File: config.mk
export PLATFORM = sky130hd
export DESIGN_NAME = usart_core
export DESIGN_NICKNAME = d
export VERILOG_FILES = /design/src/verilog/usart_pkg.sv /design/src/verilog/usart_core.sv
export SDC_FILE = /design/constraint.sdc
export NUM_CORES = 1
export LEC_CHECK = 0
export BUFFER_PORTS_ARGS = -buffer_cell sky130_fd_sc_hd__buf_2
export CORE_MARGIN = 2
export CORE_UTILIZATION = 45
export CTS_BUF_LIST = sky130_fd_sc_hd__clkbuf_4
export CTS_CLUSTER_SIZE = 30
export DETAILED_ROUTE_END_ITERATION = 10
export PLACE_DENSITY = 0.73
export SETUP_SLACK_MARGIN = 0.05
export SLEW_MARGIN = 20
export SYNTH_ARGS = -nofsm -noshare
export SYNTH_HDL_FRONTEND = slang
export SYNTH_SLANG_ARGS = --single-unit
File: constraint.sdc
create_clock -name core_clk_i -period 5.4 [get_ports core_clk_i]
set_input_delay 0.81 -clock core_clk_i [delete_from_list [all_inputs] [get_ports core_clk_i]]
set_output_delay 0.81 -clock core_clk_i [all_outputs]
set_load 0.005 [all_outputs]
File: src/verilog/usart_pkg.sv
package usart_pkg;

  // Register byte addresses (offsets are not multiples of four, so index times four).
  localparam logic [7:0] IDX_CTRL_STAT = 8'hBA;
  localparam logic [7:0] IDX_RX_STAT = 8'hBB;
  localparam logic [7:0] IDX_IRQ_CLK = 8'hBC;
  localparam logic [11:0] ADDR_CTRL_STAT = {2'h0, IDX_CTRL_STAT, 2'h0};
  localparam logic [11:0] ADDR_RX_STAT = {2'h0, IDX_RX_STAT, 2'h0};
  localparam logic [11:0] ADDR_IRQ_CLK = {2'h0, IDX_IRQ_CLK, 2'h0};
  localparam logic [11:0] ADDR_TX_HOLD = 12'h300;
  localparam logic [11:0] ADDR_RX_HOLD = 12'h304;
  localparam logic [11:0] ADDR_BAUD_DIV = 12'h308;

  // uart_control_status field positions.
  localparam int CS_PARITY_EN = 7;
  localparam int CS_PSEL_HI = 6;
  localparam int CS_PSEL_LO = 5;
  localparam int CS_LEN_HI = 4;
  localparam int CS_LEN_LO = 3;
  localparam int CS_ERR = 2;
  localparam int CS_RX_FULL = 1;
  localparam int CS_TX_EMPTY = 0;

  // receive_control_status field positions.
  localparam int RS_OVERRUN = 7;
  localparam int RS_FRAMING = 6;
  localparam int RS_PARITY = 5;
  localparam int RS_SPARE = 4;
  localparam int RS_NINTH = 3;
  localparam int RS_ADDRESS_WAKE_MODE = 2;
  localparam int RS_TX_ACTIVE = 1;
  localparam int RS_BREAK = 0;

  // interrupt_clock_source field positions.
  localparam int IC_TWO_STOP = 7;
  localparam int IC_SHORT_STOP = 6;
  localparam int IC_PIN_EN = 5;
  localparam int IC_SYNC = 4;
  localparam int IC_RX_EXT = 3;
  localparam int IC_TX_EXT = 2;
  localparam int IC_RX_IRQ = 1;
  localparam int IC_TX_IRQ = 0;

  // Frame length codes.
  localparam logic [1:0] LEN_8 = 2'h0;
  localparam logic [1:0] LEN_7 = 2'h1;
  localparam logic [1:0] LEN_9 = 2'h2;
  localparam logic [1:0] LEN_LOOP = 2'h3;

  // Oversampling figures.
  localparam logic [3:0] OVS_LAST = 4'hF;
  localparam logic [3:0] OVS_HALF = 4'h7;
  localparam logic [3:0] OVS_SHORT_LAST = 4'hD;

  // Reset values.
  localparam logic [7:0] CTRL_RESET = 8'h01;
  localparam logic [15:0] BAUD_RESET = 16'h0001;

endpackage : usart_pkg

File: src/verilog/usart_core.sv
`timescale 1ns/1ps
// Behaviour
// Parity only with enable, 7/8-bit frames
// Parity select: odd, even, mark, space
// Low select bit is ninth tx bit
// Length bits: 8, 7, 9 data bits
// Length 11 loops tx to rx, 9-bit
// Summary error flag from any error
// Receive full set on copy, read clears
// Tx empty set on load, write clears
// Sticky errors cleared by status read
// Software writes zero to spare bit
// Ninth received bit captured in status
// Attention cleared by ninth bit one
// Tx active until last stop ends
// Break status on framing error, clears high
// One or two stops, short last stop
// Serial out driven only when enabled
// Async 16x clock, sync 1x clock
// Per-direction external clock select
// Separate rx and tx interrupt enables
// Double-buffered transmit holding register
// Start verified at half bit, mid-bit samples
// Sync: launch rising, capture falling
// Receiver needs only one stop bit
// Interrupts pending while flag and enable
// Framing on low stop, overrun on full
module usart_core (
  // Clock and reset.
  input wire logic core_clk_i,
  input wire logic nrst_i,
  // APB slave.
  input wire logic psel_i,
  input wire logic penable_i,
  input wire logic pwrite_i,
  input wire logic [11:0] paddr_i,
  input wire logic [31:0] pwdata_i,
  output logic [31:0] prdata_o,
  output logic pready_o,
  output logic pslverr_o,
  // Serial pins.
  input wire logic serial_in_pin_i,
  input wire logic ext_bit_clock_pin_i,
  output logic serial_out_pin_o,
  output logic serial_out_oe_o,
  output logic ext_bit_clock_o,
  // Interrupts.
  output logic rx_irq_o,
  output logic tx_irq_o
);

  typedef enum logic [1:0] {TX_IDLE, TX_START, TX_BITS, TX_STOP} usart_tx_e;
  typedef enum logic [1:0] {RX_IDLE, RX_START, RX_BITS} usart_rx_e;

  typedef struct packed {
    logic [7:0] ctrl;
    logic [7:0] rstat;
    logic [7:0] icfg;
    logic [15:0] baud_div;
    logic [15:0] baud_cnt;
    logic baud_tick;
    logic [1:0] rx_sync;
    logic [1:0] ck_sync;
    logic ck_prev;
    logic int_clk;
    logic [7:0] tx_hold;
    logic [9:0] tx_shifter;
    logic [3:0] tx_cnt;
    logic [3:0] tx_bit;
    logic tx_stop2;
    logic tx_line;
    usart_tx_e tx_state;
    logic [8:0] rx_shifter;
    logic [3:0] rx_cnt;
    logic [3:0] rx_bit;
    usart_rx_e rx_state;
    logic [7:0] rx_hold;
    logic [31:0] rdata;
  } usart_state_s;

  usart_state_s state_reg;
  usart_state_s state_next;

  // Number of payload bits (data plus parity) for the current length code.
  function automatic logic [3:0] usart_payload(input logic [1:0] len, input logic par_en);
    logic [3:0] n;
    n = (len == usart_pkg::LEN_7) ? 4'h7 : ((len[1]) ? 4'h9 : 4'h8); // see R04
    if (!len[1] && par_en) begin
      n = n + 4'h1;
    end
    return n;
  endfunction : usart_payload

  // Parity bit for data with the select bits.
  function automatic logic usart_parity(input logic [7:0] d, input logic [1:0] sel,
                                        input logic [1:0] len);
    logic p;
    p = (len == usart_pkg::LEN_7) ? ^d[6:0] : ^d;
    unique case (sel)
      2'h0: usart_parity = ~p;
      2'h1: usart_parity = p;
      2'h2: usart_parity = 1'b1;
      2'h3: usart_parity = 1'b0;
    endcase
  endfunction : usart_parity

  logic access;
  logic wr;
  logic rd;
  logic tx_tick;
  logic rx_tick;
  logic ck_rise;
  logic ck_fall;
  logic int_rise;
  logic int_fall;
  logic [1:0] len;
  logic sync_mode;
  logic rx_line;
  logic [3:0] payload;
  logic [3:0] stop_last;

  // APB control: zero wait states, every access answers in the access phase.
  assign access = psel_i && penable_i;
  assign wr = access && pwrite_i;
  assign rd = access && !pwrite_i;
  assign pready_o = 1'b1;
  assign pslverr_o = 1'b0;
  assign prdata_o = state_reg.rdata;

  // Shared decoding of mode and clocks.
  assign len = {state_reg.ctrl[usart_pkg::CS_LEN_HI], state_reg.ctrl[usart_pkg::CS_LEN_LO]};
  assign sync_mode = state_reg.icfg[usart_pkg::IC_SYNC];
  assign payload = usart_payload(len, state_reg.ctrl[usart_pkg::CS_PARITY_EN]);
  assign ck_rise = state_reg.ck_sync[1] && !state_reg.ck_prev;
  assign ck_fall = !state_reg.ck_sync[1] && state_reg.ck_prev;
  assign int_rise = state_reg.baud_tick && !state_reg.int_clk;
  assign int_fall = state_reg.baud_tick && state_reg.int_clk;
  assign stop_last = state_reg.icfg[usart_pkg::IC_SHORT_STOP] ?
                     usart_pkg::OVS_SHORT_LAST : usart_pkg::OVS_LAST;

  // Bit clocks: async uses each external rising edge or baud tick as a 16x tick, sync launches on rise.
  always_comb begin
    if (state_reg.icfg[usart_pkg::IC_TX_EXT]) begin
      tx_tick = sync_mode ? ck_rise : ck_rise; // see R17
    end else begin
      tx_tick = sync_mode ? int_rise : state_reg.baud_tick;
    end
    if (state_reg.icfg[usart_pkg::IC_RX_EXT]) begin
      rx_tick = sync_mode ? ck_fall : ck_rise;
    end else begin
      rx_tick = sync_mode ? int_fall : state_reg.baud_tick;
    end
  end

  // Loopback feeds the receiver from the transmitter line.
  assign rx_line = (len == usart_pkg::LEN_LOOP) ? state_reg.tx_line
                                                : state_reg.rx_sync[1];

  // Outputs.
  assign serial_out_pin_o = state_reg.tx_line;
  assign serial_out_oe_o = state_reg.icfg[usart_pkg::IC_PIN_EN];
  assign ext_bit_clock_o = state_reg.int_clk;
  assign rx_irq_o = state_reg.ctrl[usart_pkg::CS_RX_FULL]
                    && state_reg.icfg[usart_pkg::IC_RX_IRQ]; // see R19
  assign tx_irq_o = state_reg.ctrl[usart_pkg::CS_TX_EMPTY]
                    && state_reg.icfg[usart_pkg::IC_TX_IRQ]; // see R19

  // Next-state logic for registers, baud source, transmitter and receiver.
  always_comb begin
    logic rx_done;
    logic fe;
    logic pe;
    logic oe;
    logic tx_load;
    logic [3:0] stop_len;
    rx_done = 1'b0;
    fe = 1'b0;
    pe = 1'b0;
    oe = 1'b0;
    tx_load = 1'b0;
    stop_len = usart_pkg::OVS_LAST;
    state_next = state_reg;

    // Synchronisers and internal baud divider.
    state_next.rx_sync = {state_reg.rx_sync[0], serial_in_pin_i};
    state_next.ck_sync = {state_reg.ck_sync[0], ext_bit_clock_pin_i};
    state_next.ck_prev = state_reg.ck_sync[1];
    state_next.baud_tick = 1'b0;
    if (state_reg.baud_cnt >= state_reg.baud_div) begin
      state_next.baud_cnt = 16'h0000;
      state_next.baud_tick = 1'b1;
    end else begin
      state_next.baud_cnt = state_reg.baud_cnt + 16'h0001;
    end
    if (int_rise || int_fall) begin
      state_next.int_clk = !state_reg.int_clk;
    end

    // Transmitter.
    unique case (state_reg.tx_state)
      TX_IDLE: begin
        if (!state_reg.ctrl[usart_pkg::CS_TX_EMPTY] && (tx_tick || !sync_mode)) begin
          tx_load = 1'b1;
        end
      end
      TX_START: begin
        if (tx_tick) begin
          state_next.tx_cnt = state_reg.tx_cnt + 4'h1;
          if (sync_mode || state_reg.tx_cnt == usart_pkg::OVS_LAST) begin
            state_next.tx_cnt = 4'h0;
            state_next.tx_state = TX_BITS;
            state_next.tx_line = state_reg.tx_shifter[0];
          end
        end
      end
      TX_BITS: begin
        if (tx_tick) begin
          state_next.tx_cnt = state_reg.tx_cnt + 4'h1;
          if (sync_mode || state_reg.tx_cnt == usart_pkg::OVS_LAST) begin
            state_next.tx_cnt = 4'h0;
            state_next.tx_shifter = {1'b1, state_reg.tx_shifter[9:1]};
            state_next.tx_line = state_reg.tx_shifter[1];
            state_next.tx_bit = state_reg.tx_bit + 4'h1;
            if (state_reg.tx_bit + 4'h1 == payload) begin
              state_next.tx_state = TX_STOP;
              state_next.tx_line = 1'b1;
              state_next.tx_stop2 = state_reg.icfg[usart_pkg::IC_TWO_STOP];
            end
          end
        end
      end
      TX_STOP: begin
        stop_len = state_reg.tx_stop2 ? usart_pkg::OVS_LAST : stop_last;
        if (tx_tick) begin
          state_next.tx_cnt = state_reg.tx_cnt + 4'h1;
          if (sync_mode || state_reg.tx_cnt == stop_len) begin
            state_next.tx_cnt = 4'h0;
            if (state_reg.tx_stop2) begin
              state_next.tx_stop2 = 1'b0;
            end else if (!state_reg.ctrl[usart_pkg::CS_TX_EMPTY]) begin
              tx_load = 1'b1;
            end else begin
              state_next.tx_state = TX_IDLE;
            end
          end
        end
      end
    endcase
    // Move the holding register into the shifter and raise the empty flag.
    if (tx_load) begin
      state_next.tx_shifter = {1'b1, 1'b1, state_reg.tx_hold};
      if (len[1]) begin
        state_next.tx_shifter[8] = state_reg.ctrl[usart_pkg::CS_PSEL_LO];
      end else if (state_reg.ctrl[usart_pkg::CS_PARITY_EN]) begin
        state_next.tx_shifter[payload - 4'h1] = usart_parity(state_reg.tx_hold,
          {state_reg.ctrl[usart_pkg::CS_PSEL_HI], state_reg.ctrl[usart_pkg::CS_PSEL_LO]},
          len); // see R01
      end
      state_next.ctrl[usart_pkg::CS_TX_EMPTY] = 1'b1; // see R08
      state_next.tx_state = TX_START;
      state_next.tx_line = 1'b0;
      state_next.tx_bit = 4'h0;
      state_next.tx_cnt = 4'h0;
    end
    state_next.rstat[usart_pkg::RS_TX_ACTIVE] = (state_next.tx_state != TX_IDLE);

    // Receiver.
    unique case (state_reg.rx_state)
      RX_IDLE: begin
        if (!rx_line) begin
          state_next.rx_state = RX_START;
          state_next.rx_cnt = 4'h0;
          state_next.rx_bit = 4'h0;
        end
      end
      RX_START: begin
        if (rx_tick) begin
          state_next.rx_cnt = state_reg.rx_cnt + 4'h1;
          if (sync_mode || state_reg.rx_cnt == usart_pkg::OVS_HALF) begin
            state_next.rx_cnt = 4'h0;
            state_next.rx_state = rx_line ? RX_IDLE : RX_BITS;
          end
        end
      end
      RX_BITS: begin
        if (rx_tick) begin
          state_next.rx_cnt = state_reg.rx_cnt + 4'h1;
          if (sync_mode || state_reg.rx_cnt == usart_pkg::OVS_LAST) begin
            state_next.rx_cnt = 4'h0;
            state_next.rx_bit = state_reg.rx_bit + 4'h1;
            if (state_reg.rx_bit == payload) begin
              rx_done = 1'b1;
              state_next.rx_state = RX_IDLE;
              fe = !rx_line;
            end else begin
              state_next.rx_shifter[state_reg.rx_bit] = rx_line;
            end
          end
        end
      end
      default: state_next.rx_state = RX_IDLE;
    endcase
    if (rx_done) begin
      oe = state_reg.ctrl[usart_pkg::CS_RX_FULL];
      if (!len[1] && state_reg.ctrl[usart_pkg::CS_PARITY_EN]) begin
        pe = state_reg.rx_shifter[payload - 4'h1] != usart_parity(state_reg.rx_shifter[7:0],
          {state_reg.ctrl[usart_pkg::CS_PSEL_HI], state_reg.ctrl[usart_pkg::CS_PSEL_LO]},
          len);
      end
      state_next.rx_hold = (len == usart_pkg::LEN_7) ? {1'b0, state_reg.rx_shifter[6:0]}
                                                     : state_reg.rx_shifter[7:0];
    end

    // Register writes and read side effects; hardware sets win over clears, but a holding write clears tx empty over a load.
    if (wr) begin
      unique case (paddr_i)
        usart_pkg::ADDR_CTRL_STAT: begin
          state_next.ctrl[7:3] = pwdata_i[7:3];
        end
        usart_pkg::ADDR_RX_STAT: begin
          state_next.rstat[usart_pkg::RS_SPARE] = pwdata_i[usart_pkg::RS_SPARE];
          state_next.rstat[usart_pkg::RS_ADDRESS_WAKE_MODE] = pwdata_i[usart_pkg::RS_ADDRESS_WAKE_MODE];
        end
        usart_pkg::ADDR_IRQ_CLK: state_next.icfg = pwdata_i[7:0];
        usart_pkg::ADDR_TX_HOLD: begin
          state_next.tx_hold = pwdata_i[7:0];
          state_next.ctrl[usart_pkg::CS_TX_EMPTY] = 1'b0;
        end
        usart_pkg::ADDR_BAUD_DIV: state_next.baud_div = pwdata_i[15:0];
        default: ;
      endcase
    end
    if (rd && paddr_i == usart_pkg::ADDR_RX_STAT) begin
      state_next.rstat[7:5] = state_reg.rstat[7:5] & ~state_reg.rdata[7:5];
    end
    if (rd && paddr_i == usart_pkg::ADDR_RX_HOLD) begin
      state_next.ctrl[usart_pkg::CS_RX_FULL] = 1'b0;
    end
    if (rx_done) begin
      state_next.ctrl[usart_pkg::CS_RX_FULL] = 1'b1;
      state_next.rstat[usart_pkg::RS_OVERRUN] = state_next.rstat[usart_pkg::RS_OVERRUN] | oe;
      state_next.rstat[usart_pkg::RS_FRAMING] = state_next.rstat[usart_pkg::RS_FRAMING] | fe;
      state_next.rstat[usart_pkg::RS_PARITY] = state_next.rstat[usart_pkg::RS_PARITY] | pe;
      if (len[1]) begin
        state_next.rstat[usart_pkg::RS_NINTH] = state_reg.rx_shifter[8];
        if (state_reg.rx_shifter[8]) begin
          state_next.rstat[usart_pkg::RS_ADDRESS_WAKE_MODE] = 1'b0;
        end
      end
    end
    // Line status follows framing errors until the line returns high.
    if (fe) begin
      state_next.rstat[usart_pkg::RS_BREAK] = 1'b1;
    end else if (rx_line) begin
      state_next.rstat[usart_pkg::RS_BREAK] = 1'b0;
    end
    state_next.ctrl[usart_pkg::CS_ERR] = |state_next.rstat[7:5];

    // Read data, registered so it is valid during the access phase.
    state_next.rdata = 32'h0000_0000;
    if (psel_i && !penable_i && !pwrite_i) begin
      unique case (paddr_i)
        usart_pkg::ADDR_CTRL_STAT: state_next.rdata[7:0] = state_reg.ctrl;
        usart_pkg::ADDR_RX_STAT: state_next.rdata[7:0] = state_reg.rstat;
        usart_pkg::ADDR_IRQ_CLK: state_next.rdata[7:0] = state_reg.icfg;
        usart_pkg::ADDR_TX_HOLD: state_next.rdata[7:0] = state_reg.tx_hold;
        usart_pkg::ADDR_RX_HOLD: state_next.rdata[7:0] = state_reg.rx_hold;
        usart_pkg::ADDR_BAUD_DIV: state_next.rdata[15:0] = state_reg.baud_div;
        default: ;
      endcase
    end
  end

  // State register; the transmit line idles high.
  always_ff @(posedge core_clk_i or negedge nrst_i) begin
    if (!nrst_i) begin
      state_reg <= '0;
      state_reg.ctrl <= usart_pkg::CTRL_RESET;
      state_reg.baud_div <= usart_pkg::BAUD_RESET;
      state_reg.rx_sync <= 2'h3;
      state_reg.tx_shifter <= 10'h3FF;
      state_reg.tx_line <= 1'b1;
      state_reg.tx_state <= TX_IDLE;
      state_reg.rx_state <= RX_IDLE;
    end else begin
      state_reg <= state_next;
    end
  end

endmodule : usart_core

== After elaboration in Yosys (flattened, before gate mapping) ==
Cells that the tools add are included.
Operators by class
  add/subtract/negate cells: 7
  $lt $le $gt $ge: 5
  eq/ne operators: 39
  multiplexer cells: 104
  bitwise operators: 8
  reductions and logical operators: 65
Operators by type and width (number)
  $eq 12x10->1 const B: 6
  $mux 1: 50
  $mux 10: 5
  $pmux 8 s6: 1
  $mux 22: 2
  $mux 4: 10
  $mux 16: 2
  $mux 8: 3
  $pmux 4 s3: 2
  $ne 2x2->1 const B: 11
  $add 4x1->4 const B: 5
  $mux 2: 10
  $mux 18: 1
  $logic_and 1x1->1: 17
  $add 16x1->16 const B: 1
  $ge 16x16->1: 1
  $reduce_and 4->1: 4
  $reduce_bool 2->1: 8
  $reduce_xor 8->1: 2
  $mux 3: 5
  $ne 3x3->1 const B: 5
  $reduce_xor 7->1: 2
  $eq 2x2->1 const B: 6
  $eq 4x4->1: 3
  29 further kinds: 66
Storage, ports and cells
  bits in registers: 136
  input port bits: 51

== Depth between registers and ports, before layout ==
Gate-level depths: netlist of run 1.
  depth after elaboration: 16
  depth in mapped cells: 10
  mapped depth without buffers: 9

== Worst setup path after synthesis of run 1 ==
No wires, ideal clock.
  path kind: input to register
  from: input port paddr_i[4]
  to: register state_reg[120] (netlist bit)
  library setup time: 127 ps
  data arrival time: 2299 ps
  data required time: 5273 ps
  path slack: 2974 ps
  stages on the path: 6
  path buffers: 2
  cells stage by stage: nor4_1 > nand2_1 > or4_1 > buf_2 > buf_6 > mux2_1
Between the ends
  cells in the longest elaborated chain, start to end: 2
Ends and longest elaborated chain
  from (decl): RTL line usart_core.sv:36  | input wire logic [11:0] paddr_i,
  $eq 12x10->1: RTL line usart_core.sv:316  | unique case (paddr_i)
  $reduce_and 2->1 (no source line)
  to (signal assigned): RTL line usart_core.sv:386  | state_reg <= state_next;
  to (decl): RTL line usart_core.sv:81  | usart_state_s state_reg;
Every way passes these cells.
A chain may end at the register's enable or synchronous reset.

==> results of run 1 <==
[through the flow]
step	cell area [sq um]	power, mW
after floorplan	7750	1.24
after global placement	7950	1.30
after detailed placement	7950	1.31
after CTS	8280	2.08
after global routing	8280	2.16
final	8280	2.06
[power by group]
| part | switching (mW) | internal [mW] | total [mW] | leakage (nW) |
|---|---|---|---|---|
| Sequential | 0.0291 | 1.05 | 1.08 | 1.80 |
| Combinational | 0.132 | 0.0800 | 0.212 | 1.91 |
| Clock | 0.401 | 0.370 | 0.771 | 0.170 |
[worst paths after layout]
check | from | end | slack (ns) | depth (start not counted)
max reg2reg | state_reg[132] | state_reg[137] | 2.49 | 5
min | nrst_i | state_reg[47] | 0.32 | 1
min in group core_clk_i | serial_in_pin_i | state_next[94] | 0.36 | 1
max in group asynchronous | nrst_i | state_reg[52] | 4.09 | 2
min reg2reg | state_next[94] | state_reg[94] | 0.36 | 0
max | state_reg[132] | state_reg[137] | 2.49 | 5
[cells in the mapped netlist (11+ instances only)]
library cell | n | area [sq um]
dfrtp_1 | 121 | 3030
mux2_2 | 52 | 586
inv_1 | 47 | 176
buf_4 | 37 | 278
a21oi_1 | 36 | 180
nand2_1 | 36 | 135
ha_1 | 35 | 438
nor2_1 | 30 | 113
xor2_1 | 20 | 175
mux2i_1 | 18 | 180
o21ai_0 | 18 | 90.1
dfstp_2 | 15 | 394
nor3_1 | 15 | 75.1
xnor2_1 | 15 | 131
and2_1 | 14 | 87.6
nand3_1 | 14 | 70.1
a211oi_1 | 12 | 90.1
nand4_1 | 12 | 75.1
clkbuf_1 | 11 | 41.3
[layout make-up]
cell class              instances  area, sq um
multi-input cells             481         3760
inverters                      47          176
diodes                          1         2.50
clock buffers                  17          128
fillers                      1502         8360
clock inverters                15          200
repair buffers                 60          317
flip-flops and latches        136         3420
well taps                     220          275
[critical path: stages (launching register included)]
cell	delay [ns]
dfrtp_1	0.62
nand2_1	0.10
a31oi_1	0.53
a211o_1	0.39
or2_0	0.67
o21ai_0	0.39
[logic make-up (layout without fill, tap and decap cells)]
| group | count (synthesis) | after routing | share of synthesized area [%] |
|---|---|---|---|
| fa+ha+maj | 35 | 35 | 5.70 |
| flops | 136 | 136 | 44.5 |
| buf+inv | 105 | 139 | 7.31 |
| simple gates | 171 | 171 | 12.5 |
| other cells | 2 | 19 | 0.0977 |
| compound gates | 134 | 134 | 12.3 |
| mux | 85 | 85 | 12.6 |
| xor+xnor | 38 | 38 | 4.87 |
[metal layers]
layer / vias to the layer above / share of wire [%] / wire, um
li1: 2560 / - / -
met1: 2660 / 46 / 7590
met2: 137 / 47 / 7770
met3: 18 / 4.6 / 751
met4: 0 / 1.7 / 273
met5: - / 0 / 0
==> flow_metrics.tcl, run 1 <==
set metrics [dict create \
    status "finished, final reports clean" \
    start_util_pct 46.2 \
    cts_setup_buffers 0 \
    fp.dieW_um 135 \
    yosys_most_used_dff "dfrtp_1" \
    setup_viol 0 \
    nets 829 \
    rows 47 \
    cts.sink_count 136 \
    ys_seq_area_share_pct 44.5 \
    drive_gt1_share_pct 25.4 \
    grt_antenna_before_repair 1 \
    largest_reg_flops 112 \
    clock_latency_ns 0.54 \
    setup-tns-final_ns 0 \
    ys_async_sr_fraction_pct 100 \
    wl_um 16400 \
    hpwlAfterDp_um 11700 \
    synth_area_sq_um 7690 \
    io_pins 90 \
    slew_violations 0 \
    worstSetupStartpointType "register" \
    yosysUniqueCellTypes 76 \
    hold_slack_ns 0.324 \
    path_max_fanout 13 \
    end_kind "register" \
    power.density_nw_per_um2 249 \
    top_usage_layer "met2" \
    routed-via-count 5375 \
    ys_ff_latch 136 \
    clock_skew_ns 0.0115 \
    postSynthAreaPerCell_sq_um 10.9 \
    synth-edff-count 0 \
    grt_first_pass_wirelength_um 27300 \
    viasPerCell 5.50 \
    leakage_nw 3.89 \
    die-area_sq_um 18100 \
    mostFrequentLayoutCells "121 x dfrtp_1, 54 x buf_2, 52 x mux2_2" \
    post_cts_resized 0 \
    worstMarginPinSlew_ns 1.08 \
    setup_slack_ns 2.49 \
    cts_buffer_depth 2 \
    portBuffers 55 \
    die_y_um 135 \
    gp_congestion 0.841 \
    cp.required_ns 5.73 \
    h-tree-depth 4 \
    min_period_ns 2.91 \
    drt_iter0_drc 308 \
    utilization_pct 49.8 \
    fin_cells 977 \
    drc 0 \
    hold_buffers 0 \
    place_inst 943 \
    irDropWorstVdd_v 0.000168 \
    maxCapViolations 0 \
    yosys_warnings 0 \
    grt_pass1_vias 5243 \
    hold_viol_final 0 \
    cts.clk_slew.worst_paths_ns 0.12 \
    syn_inst 706 \
    arrival_ns 3.23 \
    grt_usage_pct 19.1 \
    met1_usage_pct 26.6 \
    grt_max_degree 100 \
    ant_nets 0 \
    core_sq_um 16600 \
    fmax_mhz 344 \
    min_path_type "primary input to async pin" \
    final_common_cell "dfrtp_1" \
    grt_overflow 0 \
    met3_usage_pct 4.02 \
    rsz0062_at_grt "false" \
    slew_headroom_pct 27.6 \
    cts_buffers 17 \
    root_buffer "clkbuf_4" \
    dp_slack_ns 2.43 \
    fin_crit_sh_pct 53.8 \
    wl_per_cell_um 16.8 \
    critPathKind "register to register" \
    drt_first_pass_iters 5 \
    cts_tree "yes" \
    area_delta_synth_final_pct 7.76 \
    gr-usage-met2_pct 29.8 \
]
No activity file was read; power rests on OpenSTA's default activity.
==> inputs of run 2 (changes only) <==
--- a/config.mk
+++ b/config.mk
@@ -5,6 +5,7 @@
 export SDC_FILE = /design/constraint.sdc
 export NUM_CORES = 1
 export LEC_CHECK = 0
+export ABC_AREA = 1
 export BUFFER_PORTS_ARGS = -buffer_cell sky130_fd_sc_hd__buf_2
 export CORE_MARGIN = 2
 export CORE_UTILIZATION = 45
==> constraint.sdc (replaced) <==
create_clock -name core_clk_i -period 2.7 [get_ports core_clk_i]
set_input_delay 0.405 -clock core_clk_i [delete_from_list [all_inputs] [get_ports core_clk_i]]
set_output_delay 0.405 -clock core_clk_i [all_outputs]
set_load 0.005 [all_outputs]
==> run 2 against run 1 <==
Cell area up 0.88%; setup slack lost 2.0 ns; critical path depth rose by 7; worst hold slack worse by 0.28 ns; core utilization is 0.61 points higher; via count rose by 18%; final cell count rose by 29%; sequential cell count is the same; synthesized area fell by 0.60%; combinational power up 130%; critical path type unchanged; critical endpoint is now state_reg[138]; largest power group unchanged.
==> flow_metrics.tcl, run 2 <==
set metrics [dict create \
    status "finished, final reports clean" \
    yosys_warnings 0 \
    synth_area_sq_um 7640 \
    cp.required_ns 3.15 \
    cts_tree "yes" \
    switching_share_pct 29.6 \
    cts_setup_buffers 0 \
    syn_inst 968 \
    routed-via-count 6350 \
    start_util_pct 46.1 \
    cts.sink_count 136 \
    nets 1111 \
    post_cts_resized 0 \
    slew_headroom_pct 48.7 \
    synth.most_common_cell "nand2_1" \
    largest_reg_flops 112 \
    drt_first_pass_iters 5 \
    grt_pass1_vias 6036 \
    setup_viol 0 \
    grt_usage_pct 20.7 \
    ys_async_sr_fraction_pct 100 \
    combPwrFrac_pct 11.8 \
    fp.dieW_um 134 \
    clock_skew_ns 0.0239 \
    cpLargestDelayFamily "simple AND/OR/NAND/NOR gates" \
    grt_max_degree 55 \
    ys_ff_latch 136 \
    ant_nets 0 \
    fin_cells 1259 \
    grt_antenna_before_repair 1 \
    synth-edff-count 0 \
    leakage_nw 4.11 \
    min_period_ns 2.18 \
    dp_slack_ns 0.554 \
    yosys_most_used_dff "dfrtp_1" \
    wl_um 17200 \
    power.density_nw_per_um2 482 \
    gp_congestion 0.890 \
    power.internal_mw 2.84 \
    irDropWorstVdd_v 0.000275 \
    rsz0062_at_grt "false" \
    yosysUniqueCellTypes 47 \
    io_pins 90 \
    fmax_mhz 460 \
    min_path_type "primary input to register" \
    arrival_ns 2.63 \
    p_total_mw 4.03 \
    synth_top_area_share_pct 39.6 \
    slew_violations 0 \
    synth_largest_area_cell "dfrtp_1" \
    pwr-share-seq_pct 53.5 \
    setup_slack_ns 0.525 \
    pwr-share-clk_pct 34.7 \
    grt_overflow 0 \
    drc 0 \
    area_delta_synth_final_pct 9.37 \
    p_sw_mw 1.19 \
    crit_chain "ha_1 -> nand2_1 -> o21ai_1 -> inv_2 -> nor2_2 -> inv_1 -> nor2_1 -> nand4_1 -> nor2_1 -> nand2_1 -> o211ai_1 -> inv_1" \
    h-tree-depth 4 \
    hold_buffers 3 \
    setup-tns-final_ns 0 \
    cts_buffer_depth 2 \
    die-area_sq_um 18000 \
    clock_latency_ns 0.56 \
    wl_per_cell_um 13.7 \
    netlist_top_cells_count "245 x nand2_1, 128 x inv_1, 121 x dfrtp_1" \
    hold_viol_final 0 \
    crit_slowest_cell "dfrtp_1" \
    worstSetupStartpointType "register" \
    die_y_um 134 \
    root_buffer "clkbuf_4" \
    postSynthAreaPerCell_sq_um 7.89 \
    ys_seq_area_share_pct 44.8 \
    final_common_cell "nand2_1" \
    drt_iter0_drc 452 \
    place_inst 1223 \
    crit_buf_inv 3 \
    portBuffers 55 \
    cts_buffers 17 \
    yosys-top-cells-area "dfrtp_1 40%, nand2_1 12%, inv_1 6.3%, ha_1 5.7%, dfstp_2 5.2%" \
    fin_crit_sh_pct 80.6 \
    maxCapViolations 0 \
    hpwlAfterDp_um 13000 \
    mostFrequentLayoutCells "245 x nand2_1, 128 x inv_1, 121 x dfrtp_1" \
    grt_first_pass_wirelength_um 29400 \
    hold_slack_ns 0.0449 \
    rows 47 \
    worstMarginPinSlew_ns 0.767 \
    cts.clk_slew.worst_paths_ns 0.13 \
    path_max_fanout 4 \
    core_sq_um 16600 \
    end_kind "register" \
    viasPerCell 5.04 \
    critPathKind "register to register" \
    drive_gt1_share_pct 13.9 \
    max_stage_delay_ns 0.42 \
]
[run 2: changes by cell type in the layout (fill, tap and decap cells not counted), moves of 19 or more]
cell | before | now
inv_1 | 47 | 128
mux2_2 | 52 | 4
nand2_1 | 36 | 245
nand3_1 | 14 | 58
nor2_1 | 30 | 74
nor3_1 | 15 | 34
o21ai_0 | 18 | 57
o21ai_1 | 3 | 22
[run 2: kinds of logic (layout without fill, tap and decap cells)]
group | count (synthesis) | count (layout) | share of synthesized area, %
AOI/OAI and AO/OA | 137 | 137 | 9.86
xor gates and xnor gates | 15 | 15 | 1.72
adders and majority gates | 35 | 35 | 5.73
buffers and inverters | 186 | 240 | 11.0
DFF | 136 | 136 | 44.8
muxes | 8 | 8 | 1.18
other | 2 | 19 | 0.0983
and+or+nand+nor | 449 | 449 | 25.6
[run 2: path summary, 6_finish.rpt]
kind / startpoint / end / slack [ns] / depth (start not counted)
max: state_reg[46] / state_reg[138] / 0.52 / 12
min: pwdata_i[13] / state_reg[125] / 0.04 / 2
max reg2reg: state_reg[46] / state_reg[138] / 0.52 / 12
min reg2reg: state_next[92] / state_next[90] / 0.36 / 0
max in group asynchronous: nrst_i / state_reg[74] / 1.62 / 3
min in group asynchronous: nrst_i / state_reg[42] / 0.37 / 2
[run 2: per-layer routing]
layer / routed length, um / track usage [%] / part of all wire [%] / vias to the layer above
met5: 0 / 0 / 0 / -
met3: 954 / 4.65 / 5.5 / 35
met4: 500 / 8.36 / 2.9 / 0
li1: - / - / - / 3194
met2: 7750 / 31.8 / 45 / 169
met1: 8030 / 28.3 / 47 / 2952
[run 2: power by group through the flow]
stage                     Clock, mW  Sequential (mW)  Combinational [mW]
after global routing           1.51             2.17               0.563
after global placement            0             2.19               0.465
after floorplan                   0             2.18               0.345
final                          1.40             2.16               0.477
after detailed placement          0             2.19               0.477
after CTS                      1.43             2.16               0.481
[run 2: layout make-up]
cell class | count | area, sq um
clock inverters | 15 | 164
diodes | 1 | 2.50
multi-input cells | 662 | 3440
flip-flops and latches | 136 | 3420
fillers | 1615 | 8230
well taps | 220 | 275
repair buffers | 68 | 399
inverters | 140 | 526
clock buffers | 17 | 128
[run 2: worst reg2reg max path: cells and delay by family (launching register included)]
kind                     cells  cell delay (ns)
AO/OA/AOI/OAI                2             0.33
adder cells (fa/ha/maj)      1             0.19
buffers and inverters        3             0.24
flip-flops                   1             0.42
AND/OR/NAND/NOR              6             0.89
[run 2: stage by stage]
step / util [%] / cell area (sq um)
floorplan: - / 7700
detailed placement: 48.4 / 8030
global route: 50.4 / 8360
finish: 50.4 / 8360
CTS: 50.4 / 8350
global placement: 48.4 / 8030
